## src/rtl/crcg_pkg.sv

```systemverilog
package crcg_pkg;

    // =========================================================
    // register map (byte addresses, one aligned word each)
    localparam logic [11:0] CRCG_OFS_INPUT = 12'h000;
    localparam logic [11:0] CRCG_OFS_SUM_LOW = 12'h004;
    localparam logic [11:0] CRCG_OFS_SUM_HIGH = 12'h008;
    localparam logic [11:0] CRCG_OFS_CONTROL = 12'h00C;

    // =========================================================
    // fields and reset values
    localparam int CRCG_POLYNOMIAL_SELECT_SEL_BIT = 0;
    localparam logic [7:0] CRCG_INPUT_RST = 8'h00;
    localparam logic [7:0] CRCG_SUM_LOW_RST = 8'h00;
    localparam logic [7:0] CRCG_SUM_HIGH_RST = 8'h00;
    localparam logic CRCG_POLYNOMIAL_SELECT_SEL_RST = 1'b0;

    // =========================================================
    // feedback constants
    localparam logic [15:0] CRCG_FB_CCITT = 16'h1021;
    localparam logic [15:0] CRCG_FB_CRC16 = 16'h8005;

    // =========================================================
    // timing: bus answers in the access cycle, so no wait states
    localparam int CRCG_CLK_HZ = 40000000;
    localparam int CRCG_UPDATE_CYCLES = 1;

    typedef enum logic [1:0] {
        CRCG_IDLE = 2'b00,
        CRCG_FOLD = 2'b01
    } crcg_state_t;

endpackage

```

## src/rtl/crcg_fold_if.sv

```systemverilog
`timescale 1ns/100ps
interface crcg_fold_if;
    logic [15:0] sum_in;
    logic [7:0] data_in;
    logic polynomial_select_sel;
    logic [15:0] sum_out;
    modport core (output sum_in, output data_in, output polynomial_select_sel, input sum_out);
    modport fold (input sum_in, input data_in, input polynomial_select_sel, output sum_out);
endinterface // crcg_fold_if

```

## src/rtl/crcg_fold.sv

```systemverilog
`timescale 1ns/100ps
module crcg_fold (
    crcg_fold_if.fold fi
);
    import crcg_pkg::*;

    // one shift step with conditional feedback
    function automatic logic [15:0] crcg_step(input logic [15:0] v, input logic [15:0] fb);
        logic [15:0] sh;
        sh = {v[14:0], 1'b0};
        crcg_step = v[15] ? (sh ^ fb) : sh;
    endfunction

    // whole byte unrolled combinationally so the result lands in one clock
    always_comb begin
        logic [15:0] t;
        logic [15:0] fb;
        t = 16'h0000;
        fb = fi.polynomial_select_sel ? CRCG_FB_CRC16 : CRCG_FB_CCITT;
        t = fi.sum_in ^ {fi.data_in, 8'h00};
        for (int i = 0; i < 8; i++) begin
            t = crcg_step(t, fb);
        end
        fi.sum_out = t;
    end
endmodule // crcg_fold

```

## src/rtl/crcg_top.sv

```systemverilog
// Operation
// - every write of the input byte starts one checksum update with the current sum.
// - the 16-bit sum is held as a high byte and a low byte, both updated per byte.
// - control bit 0 picks the polynomial: 0 for CCITT, 1 for CRC-16.
// - feedback constant is 0x8005 for CRC-16 and 0x1021 for CCITT.
// - the byte is xored into the sum's upper byte with no bit reflection.
// - each step shifts left with zero in and xors the feedback when a one fell out.
// - eight steps per byte, msb first, and the final value becomes the new sum.
// - the new sum is readable within one instruction cycle of the input write.
// - only the two fixed polynomials exist; none is programmable.
// - software may write both sum bytes and clears them before a new run.
// - control bits 7 to 1 read as zero and ignore writes.
// - all four registers reset to zero and read back.
//
// The implementer's own choices: the register addresses and register access over APB.
`timescale 1ns/100ps
module crcg_top (
    input wire logic core_clk,
    input wire logic srst,
    input wire logic psel,
    input wire logic penable,
    input wire logic pwrite,
    input wire logic [11:0] paddr,
    input wire logic [31:0] pwdata,
    input wire logic [3:0] pstrb,
    output logic [31:0] prdata,
    output logic pready,
    output logic pslverr,
    output logic [15:0] running_checksum
);
    import crcg_pkg::*;

    // =========================================================
    // registers
    logic [7:0] input_byte_reg;
    logic [7:0] sum_low_reg;
    logic [7:0] sum_high_reg;
    logic polynomial_select_sel_reg;
    logic [31:0] prdata_reg;
    logic pslverr_reg;
    logic pready_reg;
    logic [15:0] checksum_out_reg;

    crcg_fold_if fold_bus ();

    crcg_fold u_fold (
        .fi(fold_bus)
    );

    // =========================================================
    // bus decode
    wire logic access = psel & penable;
    wire logic wr = access & pwrite & pstrb[0];
    wire logic hit_input = (paddr == CRCG_OFS_INPUT);
    wire logic hit_low = (paddr == CRCG_OFS_SUM_LOW);
    wire logic hit_high = (paddr == CRCG_OFS_SUM_HIGH);
    wire logic hit_ctrl = (paddr == CRCG_OFS_CONTROL);
    wire logic mapped = hit_input | hit_low | hit_high | hit_ctrl;
    wire logic wr_input = wr & hit_input;
    wire logic [7:0] wbyte = pwdata[7:0];

    // the fold sees the sum and select as they stand at the write edge
    assign fold_bus.sum_in = {sum_high_reg, sum_low_reg};
    assign fold_bus.data_in = wbyte;
    assign fold_bus.polynomial_select_sel = polynomial_select_sel_reg;

    wire logic [31:0] rd_mux =
        hit_input ? {24'h000000, input_byte_reg} :
        hit_low ? {24'h000000, sum_low_reg} :
        hit_high ? {24'h000000, sum_high_reg} :
        hit_ctrl ? {31'h0, polynomial_select_sel_reg} :
        32'h00000000;

    // =========================================================
    // register file and checksum update
    always_ff @(posedge core_clk) begin
        if (srst) begin
            input_byte_reg <= CRCG_INPUT_RST;
            sum_low_reg <= CRCG_SUM_LOW_RST;
            sum_high_reg <= CRCG_SUM_HIGH_RST;
            polynomial_select_sel_reg <= CRCG_POLYNOMIAL_SELECT_SEL_RST;
        end else begin
            if (wr_input) begin
                input_byte_reg <= wbyte;
                // fold finishes in the same edge as the write
                sum_high_reg <= fold_bus.sum_out[15:8];
                sum_low_reg <= fold_bus.sum_out[7:0];
            end
            if (wr & hit_low) begin
                sum_low_reg <= wbyte;
            end
            if (wr & hit_high) begin
                sum_high_reg <= wbyte;
            end
            if (wr & hit_ctrl) begin
                polynomial_select_sel_reg <= pwdata[CRCG_POLYNOMIAL_SELECT_SEL_BIT];
            end
        end
    end

    // =========================================================
    // bus answer: zero wait states, unmapped address gets pslverr
    always_ff @(posedge core_clk) begin
        if (srst) begin
            prdata_reg <= 32'h00000000;
            pslverr_reg <= 1'b0;
            pready_reg <= 1'b1;
        end else begin
            pready_reg <= 1'b1;
            prdata_reg <= (psel & ~penable & ~pwrite) ? rd_mux : prdata_reg;
            pslverr_reg <= psel & ~penable & ~mapped;
        end
    end

    always_ff @(posedge core_clk) begin
        if (srst) begin
            checksum_out_reg <= {CRCG_SUM_HIGH_RST, CRCG_SUM_LOW_RST};
        end else begin
            checksum_out_reg <= {sum_high_reg, sum_low_reg};
        end
    end

    assign prdata = prdata_reg;
    assign pslverr = pslverr_reg;
    // ready in every access phase; registered setup path keeps prdata a flop
    assign pready = pready_reg;
    assign running_checksum = checksum_out_reg;

endmodule // crcg_top

```

## config.mk

```make
export PLATFORM = sky130hd
export DESIGN_NAME = crcg_top
export DESIGN_NICKNAME = d
export VERILOG_FILES = /design/src/rtl/crcg_pkg.sv /design/src/rtl/crcg_fold_if.sv /design/src/rtl/crcg_fold.sv /design/src/rtl/crcg_top.sv
export SDC_FILE = /design/constraint.sdc
export NUM_CORES = 1
export LEC_CHECK = 0
export ABC_AREA = 1
export BUFFER_PORTS_ARGS = -buffer_cell sky130_fd_sc_hd__buf_2
export CORE_MARGIN = 5
export CORE_UTILIZATION = 50
export DETAILED_ROUTE_END_ITERATION = 6
export PLACE_DENSITY = 0.89
export SLEW_MARGIN = 10
export SYNTH_ARGS = -nofsm -noshare
export SYNTH_HDL_FRONTEND = slang
export SYNTH_SLANG_ARGS = --single-unit
export TNS_END_PERCENT = 5
```

## constraint.sdc

```tcl
create_clock -name core_clk -period 2.4 [get_ports core_clk]
set_clock_uncertainty 0.05 [all_clocks]
set_input_delay 0.12 -clock core_clk [delete_from_list [all_inputs] [get_ports core_clk]]
set_output_delay 0.12 -clock core_clk [all_outputs]
set_load 0.03 [all_outputs]
```

==> run_results.csv, run 1 <==
group,metric,value,unit
cells_and_area,synthToLayoutAreaGrowth,13.2,%
clock_tree,cts-buffers-inserted,5,
timing,fin_ws,0.219,ns
worst_setup_path,worst_path_largest_cell_delay,0.38,ns
worst_setup_path,cp-end-kind,"flip-flop",
worst_setup_path,critical_path_arrival,2.33,ns
hold_path,hold_path_class,"in -> reg",
logic_synthesis,yosysSeqAreaShare,0.336,
route,wl_per_cell,14.5,um
worst_setup_path,critical_path_fanout_max,5,
timing,timing.setup.tns,0,ns
floorplan,die_width,87.2,um
clock_tree,cts.clk_slew.worst_paths,0.09,ns
floorplan,die-area,7610,sq um
cells_and_area,mostFrequentLayoutCells,"sky130_fd_sc_hd__nand2_1 (84), sky130_fd_sc_hd__buf_2 (50), sky130_fd_sc_hd__dfxtp_1 (49), sky130_fd_sc_hd__nor2_1 (37), sky130_fd_sc_hd__inv_1 (36)",
placed_design,dp_slack,0.176,ns
clock_tree,tritoncts,"yes",
worst_setup_path,timing.critical_path.mode_cell,"sky130_fd_sc_hd__nand2_1",
route,first_iter_violations,221,
placed_design,dp_hpwl,6090,um
power_and_ir_drop,powerDensity,514,nW/um^2
timing,rsz0062_at_grt,"false",
clock_tree,cts_repair_resizes,0,
floorplan,io_pins,103,
placed_design,numPortBuffers,50,
floorplan,initial_standard_cell_utilization_of_the_core,0.510,
clock_tree,clock_tree_sinks,50,
route,routed_wirelength,7730,um
route,vias,2856,
route,post_route_ant_nets,0,
worst_setup_path,timing.critical_path.cells,"inv_1, nand2_1, nand2_1, nand2_2, xor2_4, nand2_2, o21ai_2, nand3_4, nand3_2, nand3_2, nand2_1, nand4_1, nand3_1, nand2_1",
power_and_ir_drop,total_leakage_power,1.58,nW
logic_synthesis,number_of_register_bits_inferred_by_synthesis,50,
timing,achievable-frequency,459,MHz
grt,groute.usage.overall,0.207,
worst_setup_path,critical-path-slowest-cell,"sky130_fd_sc_hd__dfxtp_1",
timing,normalized_max_slew_margin,0.492,
logic_synthesis,syn_area,2980,sq um
worst_setup_path,critical_path_required,2.55,ns
grt,initial_antenna_violation_count,0,
clock_tree,clkLatencyLatePin,0.31,ns
logic_synthesis,synthesis.instances,404,
run,timing.max_cap.violations,0,
logic_synthesis,yosys_warnings,0,
clock_tree,cts_hold_buf,0,
floorplan,core_region_area,5850,sq um
timing,layout_min_cycle_time,2.18,ns
logic_synthesis,synth.top_cell.area_share,0.336,
cells_and_area,drive_above_1_share,0.237,
timing,finalMaxSlewViolations,0,
route,firstDrtPassIters,5,
logic_synthesis,synth.distinct_cells,40,
cells_and_area,antenna_cells,0,
clock_tree,clockRootBuffer,"sky130_fd_sc_hd__clkbuf_8",
floorplan,floorplan.die.height,87.2,um
cells_and_area,layout_commonest_cell,"sky130_fd_sc_hd__nand2_1",
route,detail_route.drc_violations,0,
clock_tree,post-cts-setup-buffer-count,0,
cells_and_area,largest_reg_flops,16,
clock_tree,htree_levels,2,
clock_tree,cts.path.max_buffers,2,
route,route.detailed.vias_per_inst,5.35,
cells_and_area,finalNetCount,512,
timing,finalHoldViolations,0,
timing,report.final.setup_viol,0,
power_and_ir_drop,irDropWorstVdd,0.279,mV
outcome,outcome,"complete, no violations",
grt,grt_pass1_vias,2719,
grt,grt_max_degree,19,
grt,grt.overflow.total,0,
logic_synthesis,synthDominantAreaCellType,"sky130_fd_sc_hd__dfxtp_1",
logic_synthesis,post_synth_main_area_contributors,"sky130_fd_sc_hd__dfxtp_1 (34%), sky130_fd_sc_hd__nand2_1 (11%), sky130_fd_sc_hd__buf_4 (6.8%)",
placed_design,weighted_congestion_at_the_end_of_routability_driven_global_placement,0.903,
timing,worst_pin_slew,0.757,ns
grt,grt_first_pass_wirelength,12500,um
floorplan,rows,28,
timing,min_period_over_period,0.909,
worst_setup_path,startpoint_type,"flip-flop",
logic_synthesis,syn_avg_cell_area,7.38,sq um
worst_setup_path,path_class,"reg -> reg",
==> worst paths after layout <==
path | start | end | slack, ns | cells past startpoint
worst min-delay path | psel | pslverr$_SDFF_PP0_ | 0.03 | 3
worst max register to register | sum_high_reg[6]$_SDFFE_PP0P_ | sum_low_reg[2]$_SDFFE_PP0P_ | 0.22 | 14
worst min register to register | prdata[1]$_SDFFE_PP0P_ | prdata[1]$_SDFFE_PP0P_ | 0.42 | 2
worst max-delay path | sum_high_reg[6]$_SDFFE_PP0P_ | sum_low_reg[2]$_SDFFE_PP0P_ | 0.22 | 14
==> per-layer routing <==
metal | global-route usage | up-vias | routed length [um]
met4 | 0.0753 | 0 | 206
li1 | - | 1398 | -
met1 | 0.269 | 1313 | 3340
met3 | 0.0407 | 17 | 521
met2 | 0.340 | 128 | 3660
met5 | 0 | - | 0
==> metrics by stage <==
step	area, sq um	utilization	instances	power, mW	hold WS, ns
6_report	3380	0.577	534	1.74	0.0266
5_1_grt	3380	0.577	534	1.81	0.0419
4_1_cts	3360	0.574	534	1.75	0.0216
3_5_place_dp	3250	0.556	527	1.16	0.359
3_3_place_gp	3250	0.556	527	1.15	0.358
2_1_floorplan	3070	-	427	1.11	0.205
==> final cells by class <==
class	count	area, sq um
Timing Repair Buffer	60	325
Inverter	44	168
Clock buffer	5	68.8
Sequential cell	50	1000
Fill cell	542	2470
Multi-Input combinational cell	298	1680
Clock inverter	2	38.8
Tap cell	75	93.8
==> logic make-up after synthesis <==
family	Yosys count	share of synthesized area
compound gates	74	0.159
xor+xnor	18	0.0604
buf+inv	79	0.134
flops	50	0.336
other cells	2	0.00252
simple gates	181	0.309
==> cells in the mapped netlist <==
| cell type | instances |
|---|---|
| sky130_fd_sc_hd__o21ai_1 | 5 |
| sky130_fd_sc_hd__nand3_1 | 20 |
| sky130_fd_sc_hd__nand3b_1 | 2 |
| sky130_fd_sc_hd__o221ai_1 | 8 |
| sky130_fd_sc_hd__dfxtp_1 | 50 |
| sky130_fd_sc_hd__xnor2_2 | 1 |
| sky130_fd_sc_hd__nor3_1 | 2 |
| sky130_fd_sc_hd__a21oi_2 | 2 |
| sky130_fd_sc_hd__a32o_1 | 2 |
| sky130_fd_sc_hd__a31oi_1 | 5 |
| sky130_fd_sc_hd__o21ai_0 | 14 |
| sky130_fd_sc_hd__inv_1 | 36 |
| sky130_fd_sc_hd__a21oi_1 | 20 |
| sky130_fd_sc_hd__xor2_1 | 10 |
| sky130_fd_sc_hd__o311ai_0 | 1 |
| sky130_fd_sc_hd__nand3_2 | 9 |
| sky130_fd_sc_hd__nor4_1 | 3 |
| sky130_fd_sc_hd__buf_4 | 27 |
| sky130_fd_sc_hd__nand2_2 | 6 |
| sky130_fd_sc_hd__o22ai_1 | 2 |
| sky130_fd_sc_hd__a22oi_1 | 2 |
| sky130_fd_sc_hd__and2_1 | 1 |
| sky130_fd_sc_hd__buf_2 | 1 |
| sky130_fd_sc_hd__nand3_4 | 3 |
| sky130_fd_sc_hd__nand2_1 | 84 |
| sky130_fd_sc_hd__or2_2 | 1 |
| sky130_fd_sc_hd__conb_1 | 2 |
| sky130_fd_sc_hd__o21ai_2 | 1 |
| sky130_fd_sc_hd__nor2_4 | 2 |
| sky130_fd_sc_hd__xor2_2 | 2 |
| sky130_fd_sc_hd__o311a_1 | 1 |
| sky130_fd_sc_hd__nand2_4 | 5 |
| sky130_fd_sc_hd__o211ai_1 | 10 |
| sky130_fd_sc_hd__inv_2 | 8 |
| sky130_fd_sc_hd__nand4_1 | 5 |
| sky130_fd_sc_hd__o2111ai_1 | 1 |
| sky130_fd_sc_hd__nand3b_4 | 1 |
| sky130_fd_sc_hd__xnor2_1 | 5 |
| sky130_fd_sc_hd__clkbuf_1 | 7 |
| sky130_fd_sc_hd__nor2_1 | 37 |
==> power breakdown <==
part / switching [mW] / internal (mW)
Sequential: 0.000212 / 0.829
Combinational: 0.220 / 0.0953
Clock: 0.284 / 0.307
Total: 0.505 / 1.23
==> critical path: cells and delay by family (launching register included) <==
kind	cells	cell delay, ns
AND/OR/NAND/NOR	11	1.20
flip-flops	1	0.38
XOR/XNOR	1	0.21
AO/OA/AOI/OAI	1	0.12
buffers and inverters	1	0.10
No activity file was read; power rests on OpenSTA's default activity.
==> run 2: changes to the inputs <==
==> constraint.sdc (replaced) <==
create_clock -name core_clk -period 2.4 [get_ports core_clk]
set_clock_uncertainty 0.05 [all_clocks]
set_input_delay 0.48 -clock core_clk [delete_from_list [all_inputs] [get_ports core_clk]]
set_output_delay 0.48 -clock core_clk [all_outputs]
set_load 0.03 [all_outputs]
==> run 2 against run 1 <==
  * Worst setup slack improved by 0.015 ns
  * Clock power shrank 11%
  * Cell count up 2.2%
  * Highest routed layer unchanged
==> run_results.csv, run 2 (synthesized netlist as in run 1, its figures left out) <==
group,metric,value,unit
clock_tree,cts_repair_resizes,0,
hold_path,hp-start,"psel",
clock_tree,cts-buffers-inserted,5,
cells_and_area,largest_reg_flops,16,
worst_setup_path,flop_to_flop_setup_slack,0.23,ns
timing,timing.setup.tns,0,ns
cells_and_area,finish.utilization,0.587,
grt,top_usage_layer,"met2",
route,wl_per_cell,13.8,um
timing,rsz0062_at_grt,"false",
grt,met3_usage,0.0416,
power_and_ir_drop,total_leakage_power,1.63,nW
route,post_route_ant_nets,0,
cells_and_area,drive_above_1_share,0.257,
cells_and_area,synthToLayoutAreaGrowth,15.3,%
outcome,outcome,"complete, no violations",
grt,initial_antenna_violation_count,0,
grt,grtUsageMet1,0.264,
placed_design,dp_hpwl,5980,um
placed_design,numPortBuffers,50,
worst_setup_path,cp-end-kind,"flip-flop",
route,first_iter_violations,322,
power_and_ir_drop,powerDensity,489,nW/um^2
clock_tree,clkLatencyLatePin,0.30,ns
floorplan,io_pins,103,
run,timing.max_cap.violations,0,
route,route.detailed.vias_per_inst,5.21,
timing,finalMaxSlewViolations,0,
timing,report.final.setup_viol,0,
clock_tree,cts.path.max_buffers,2,
worst_setup_path,path_class,"reg -> reg",
power_and_ir_drop,irDropWorstVdd,0.378,mV
clock_tree,clockRootBuffer,"sky130_fd_sc_hd__clkbuf_8",
route,vias,2847,
worst_setup_path,regToRegEndpoint,"sum_low_reg[2]$_SDFFE_PP0P_",
worst_setup_path,timing.rr.start,"fold_bus.polynomial_select_sel$_SDFFE_PP0P_",
floorplan,die-area,7610,sq um
timing,finalHoldViolations,0,
clock_tree,clock_tree_sinks,50,
hold_path,hold_path_class,"in -> reg",
timing,layout_min_cycle_time,2.17,ns
route,firstDrtPassIters,4,
timing,worst_pin_slew,0.752,ns
route,detail_route.drc_violations,0,
clock_tree,htree_levels,2,
worst_setup_path,critical_path_arrival,2.32,ns
worst_setup_path,r2r.worst_path.cells,14,
power_and_ir_drop,total_power,1.68,mW
grt,groute.usage.overall,0.201,
cells_and_area,antenna_cells,0,
worst_setup_path,critical_path_required,2.55,ns
grt,grt_max_degree,22,
floorplan,initial_standard_cell_utilization_of_the_core,0.510,
hold_path,worst_hold_path.endpoint,"pslverr$_SDFF_PP0_",
clock_tree,cts_hold_buf,0,
cells_and_area,finalNetCount,523,
floorplan,rows,28,
grt,grt_pass1_vias,2608,
timing,min_period_over_period,0.903,
hold_path,holdPathStages,3,
timing,normalized_max_slew_margin,0.495,
placed_design,weighted_congestion_at_the_end_of_routability_driven_global_placement,0.932,
floorplan,core_region_area,5850,sq um
clock_tree,post-cts-setup-buffer-count,0,
grt,grt.overflow.total,0,
route,routed_wirelength,7560,um
cells_and_area,layout_commonest_cell,"sky130_fd_sc_hd__nand2_1",
timing,achievable-frequency,462,MHz
worst_setup_path,startpoint_type,"flip-flop",
cells_and_area,mostFrequentLayoutCells,"sky130_fd_sc_hd__nand2_1 (84), sky130_fd_sc_hd__buf_2 (50), sky130_fd_sc_hd__dfxtp_1 (49), sky130_fd_sc_hd__nor2_1 (37), sky130_fd_sc_hd__inv_1 (36)",
worst_setup_path,critical_path_fanout_max,8,
grt,gr-usage-met2,0.342,
floorplan,floorplan.die.height,87.2,um
clock_tree,cts.clk_slew.worst_paths,0.09,ns
clock_tree,tritoncts,"yes",
floorplan,die_width,87.2,um
grt,grt_first_pass_wirelength,12200,um
[run 2: cell types whose count changed in the layout (fill, tap and decap cells not counted), sizes merged]
cell | previous run | this run
buf | 60 | 71
bufinv | 1 | 0
clkinv | 1 | 2
clkbuf | 5 | 6
[run 2: worst max path at each step]
stage / start / end / slack (ns) / cells past startpoint
final: fold_bus.polynomial_select_sel$_SDFFE_PP0P_ / sum_low_reg[2]$_SDFFE_PP0P_ / 0.23 / 14
after global routing: sum_high_reg[6]$_SDFFE_PP0P_ / sum_low_reg[5]$_SDFFE_PP0P_ / 0.05 / 15
after CTS: fold_bus.polynomial_select_sel$_SDFFE_PP0P_ / sum_low_reg[2]$_SDFFE_PP0P_ / 0.21 / 14
after detailed placement: pwdata[7] / sum_high_reg[7]$_SDFFE_PP0P_ / 0.002 / 17
after global placement: pwdata[6] / sum_low_reg[2]$_SDFFE_PP0P_ / 0.06 / 17
after floorplan: paddr[5] / sum_low_reg[2]$_SDFFE_PP0P_ / 0.38 / 11
[run 2: through the flow]
stage | hold slack [ns] | setup slack [ns] | cell area [sq um] | std cells
finish | 0.384 | 0.234 | 3440 | 546
global route | 0.400 | 0.0507 | 3440 | 546
CTS | 0.377 | 0.206 | 3440 | 546
detailed placement | 0.407 | 0.00182 | 3340 | 538
global placement | 0.404 | 0.0609 | 3340 | 538
floorplan | 0.386 | 0.381 | 3070 | 427
[run 2: layer usage]
layer  vias up  share of wire  wire (um)
met3        11          0.089        674
met1      1304           0.41       3090
met5         -              0          0
met2       111           0.49       3690
li1       1421              -          -
met4         0          0.013        102
[run 2: layout make-up]
cell class | count | area [sq um]
multi-input cells | 298 | 1670
fillers | 567 | 2410
flip-flops and latches | 50 | 1000
clock inverters | 2 | 17.5
clock buffers | 6 | 82.6
inverters | 44 | 165
repair buffers | 71 | 408
well taps | 75 | 93.8
[run 2: critical path: stages (launching register included)]
cell and delay (ns):
sky130_fd_sc_hd__dfxtp_2 0.37, sky130_fd_sc_hd__buf_4 0.16, sky130_fd_sc_hd__nand3_1 0.13, sky130_fd_sc_hd__nand2_1 0.13
sky130_fd_sc_hd__nand3_1 0.12, sky130_fd_sc_hd__nand3_2 0.17, sky130_fd_sc_hd__nand2_4 0.10, sky130_fd_sc_hd__nand2_2 0.10
sky130_fd_sc_hd__nand3_4 0.11, sky130_fd_sc_hd__nand3_2 0.11, sky130_fd_sc_hd__nand3_2 0.14, sky130_fd_sc_hd__nand2_1 0.11
sky130_fd_sc_hd__nand4_1 0.08, sky130_fd_sc_hd__nand3_1 0.12, sky130_fd_sc_hd__nand2_1 0.05
[run 2: power breakdown]
part	leakage [nW]	internal, mW	switching, mW
sequential	0.403	0.829	0.000185
clock	0.0514	0.238	0.288
combinational	1.17	0.103	0.222
==> run 3: changes to the inputs <==
Settings changed: CORE_UTILIZATION 50 to 45, PLACE_DENSITY 0.89 to 0.82.
==> run 3 against run 2 <==
  * Cell count decreased by 0.55%
  * Register-to-register slack lost 0.06 ns
  * Power grew 0.93%
  * Clock power rose by 3%
  * Die area rose by 9.8%
  * Critical path depth is the same
==> run_results.csv, run 3 (synthesized netlist as in run 1, its figures left out) <==
group,metric,value,unit
power_and_ir_drop,total_leakage_power,1.61,nW
floorplan,die-area,8350,sq um
outcome,outcome,"complete, no violations",
cells_and_area,postLayoutCellArea,3420,sq um
grt,grt_max_degree,25,
hold_path,hold_path_class,"in -> reg",
timing,finalHoldViolations,0,
worst_setup_path,path_class,"reg -> reg",
clock_tree,clock_tree_sinks,50,
cells_and_area,finalNetCount,518,
floorplan,rows,29,
timing,report.final.setup_viol,0,
timing,finalHoldWorstSlack,0.384,ns
clock_tree,post-cts-setup-buffer-count,0,
grt,grt.overflow.total,0,
clock_tree,tritoncts,"yes",
power_and_ir_drop,powerDensity,496,nW/um^2
route,wl_per_cell,14.5,um
worst_setup_path,critical_path_arrival,2.38,ns
grt,groute.usage.overall,0.189,
cells_and_area,mostFrequentLayoutCells,"sky130_fd_sc_hd__nand2_1 (84), sky130_fd_sc_hd__buf_2 (50), sky130_fd_sc_hd__dfxtp_1 (49), sky130_fd_sc_hd__nor2_1 (37), sky130_fd_sc_hd__inv_1 (36)",
power_and_ir_drop,irDropWorstVdd,0.280,mV
route,vias,2892,
placed_design,dp_slack,0.0121,ns
cells_and_area,synthToLayoutAreaGrowth,14.7,%
grt,grt_pass1_vias,2872,
clock_tree,clkLatencyLatePin,0.31,ns
timing,normalized_max_slew_margin,0.495,
grt,initial_antenna_violation_count,0,
cells_and_area,largest_reg_flops,16,
cells_and_area,antenna_cells,0,
placed_design,weighted_congestion_at_the_end_of_routability_driven_global_placement,0.916,
route,post_route_ant_nets,0,
placed_design,numPortBuffers,50,
worst_setup_path,startpoint_type,"flip-flop",
worst_setup_path,cp-end-kind,"flip-flop",
timing,finalMaxSlewViolations,0,
worst_setup_path,critical_path_fanout_max,14,
worst_setup_path,worst_path_largest_cell_delay,0.37,ns
cells_and_area,fillerInstances,606,
worst_setup_path,r2r.worst_path.cells,14,
cells_and_area,drive_above_1_share,0.251,
floorplan,io_pins,103,
timing,achievable-frequency,450,MHz
hold_path,holdPathStages,3,
worst_setup_path,critical_path_required,2.56,ns
floorplan,die_width,91.4,um
run,timing.max_cap.violations,0,
clock_tree,cts.path.max_buffers,2,
route,route.detailed.vias_per_inst,5.33,
placed_design,postPlaceCellArea,3300,sq um
placed_design,dp_hpwl,6070,um
clock_tree,htree_levels,2,
cells_and_area,layout_commonest_cell,"sky130_fd_sc_hd__nand2_1",
clock_tree,cts.clk_slew.worst_paths,0.10,ns
grt,grt_first_pass_wirelength,13200,um
timing,fin_ws,0.178,ns
timing,min_period_over_period,0.926,
route,detail_route.drc_violations,0,
clock_tree,cts-buffers-inserted,5,
route,first_iter_violations,314,
clock_tree,clockRootBuffer,"sky130_fd_sc_hd__clkbuf_8",
floorplan,floorplan.die.height,91.4,um
floorplan,initial_standard_cell_utilization_of_the_core,0.467,
timing,worst_pin_slew,0.752,ns
floorplan,core_region_area,6390,sq um
route,firstDrtPassIters,5,
route,routed_wirelength,7860,um
worst_setup_path,critical-path-slowest-cell,"sky130_fd_sc_hd__dfxtp_2",
worst_setup_path,timing.critical_path.cells,"buf_6, nand3_1, nand2_1, nand3_1, nand3_2, nand2_4, nand2_2, nand3_4, nand3_2, nand3_2, nand2_1, nand4_1, nand3_1, nand2_1",
timing,layout_min_cycle_time,2.22,ns
clock_tree,cts_hold_buf,0,
[run 3: changes by cell type in the layout (fill, tap and decap cells not counted)]
| cell | before | now |
|---|---|---|
| sky130_fd_sc_hd__inv_4 | 0 | 1 |
| sky130_fd_sc_hd__inv_2 | 8 | 7 |
| sky130_fd_sc_hd__buf_4 | 21 | 15 |
| sky130_fd_sc_hd__clkinvlp_4 | 0 | 1 |
| sky130_fd_sc_hd__buf_6 | 0 | 1 |
| sky130_fd_sc_hd__nand3_1 | 20 | 19 |
| sky130_fd_sc_hd__inv_6 | 0 | 1 |
| sky130_fd_sc_hd__nand3_4 | 3 | 4 |
| sky130_fd_sc_hd__clkinv_4 | 2 | 0 |
[run 3: critical path, delay by kind of cell (launching register included)]
kind                   cells  cell delay [ns]
buffers and inverters      1             0.17
DFF                        1             0.37
and+or+nand+nor           13             1.53
[run 3: repair_timing]
item / 4_1_cts / 5_1_grt
setup endpoints to repair: 0 / 3
hold endpoints to repair: 0 / 0
gates resized for setup: 0 / 6
[run 3: per-layer routing]
metal,routed length (um),vias to the layer above,GRT usage
met4,157,0,0.0587
met3,787,18,0.0529
met1,3210,1319,0.234
met2,3700,144,0.318
li1,-,1411,-
met5,0,-,0
[run 3: worst paths after layout]
| check | slack [ns] | startpoint | end |
|---|---|---|---|
| hold reg to reg | 0.42 | prdata[3]$_SDFFE_PP0P_ | prdata[3]$_SDFFE_PP0P_ |
| setup reg to reg | 0.18 | fold_bus.polynomial_select_sel$_SDFFE_PP0P_ | sum_low_reg[2]$_SDFFE_PP0P_ |
| hold / removal | 0.38 | psel | pslverr$_SDFF_PP0_ |
| setup / recovery | 0.18 | fold_bus.polynomial_select_sel$_SDFFE_PP0P_ | sum_low_reg[2]$_SDFFE_PP0P_ |
[run 3: area by class of cell]
class,instances,area [sq um],area share
multi-input cells,298,1680,0.491
flip-flops and latches,50,1000,0.293
repair buffers,66,374,0.109
inverters,44,168,0.0490
well taps,77,96.3,0.0282
clock buffers,6,82.6,0.0241
clock inverters,2,16.3,0.00476
[run 3: stage by stage]
step | power [mW] | std cells | utilization | TNS, ns
detailed placement | 1.16 | 535 | 0.517 | 0
global route | 1.77 | 543 | 0.535 | -0.000204
floorplan | 1.11 | 427 | - | 0
finish | 1.70 | 543 | 0.535 | 0
CTS | 1.70 | 543 | 0.532 | 0
global placement | 1.16 | 535 | 0.517 | 0
[run 3: power by group]
group,switching (mW),internal (mW)
Clock,0.304,0.238
Combinational,0.225,0.0997
Sequential,0.000159,0.830
Total,0.529,1.17
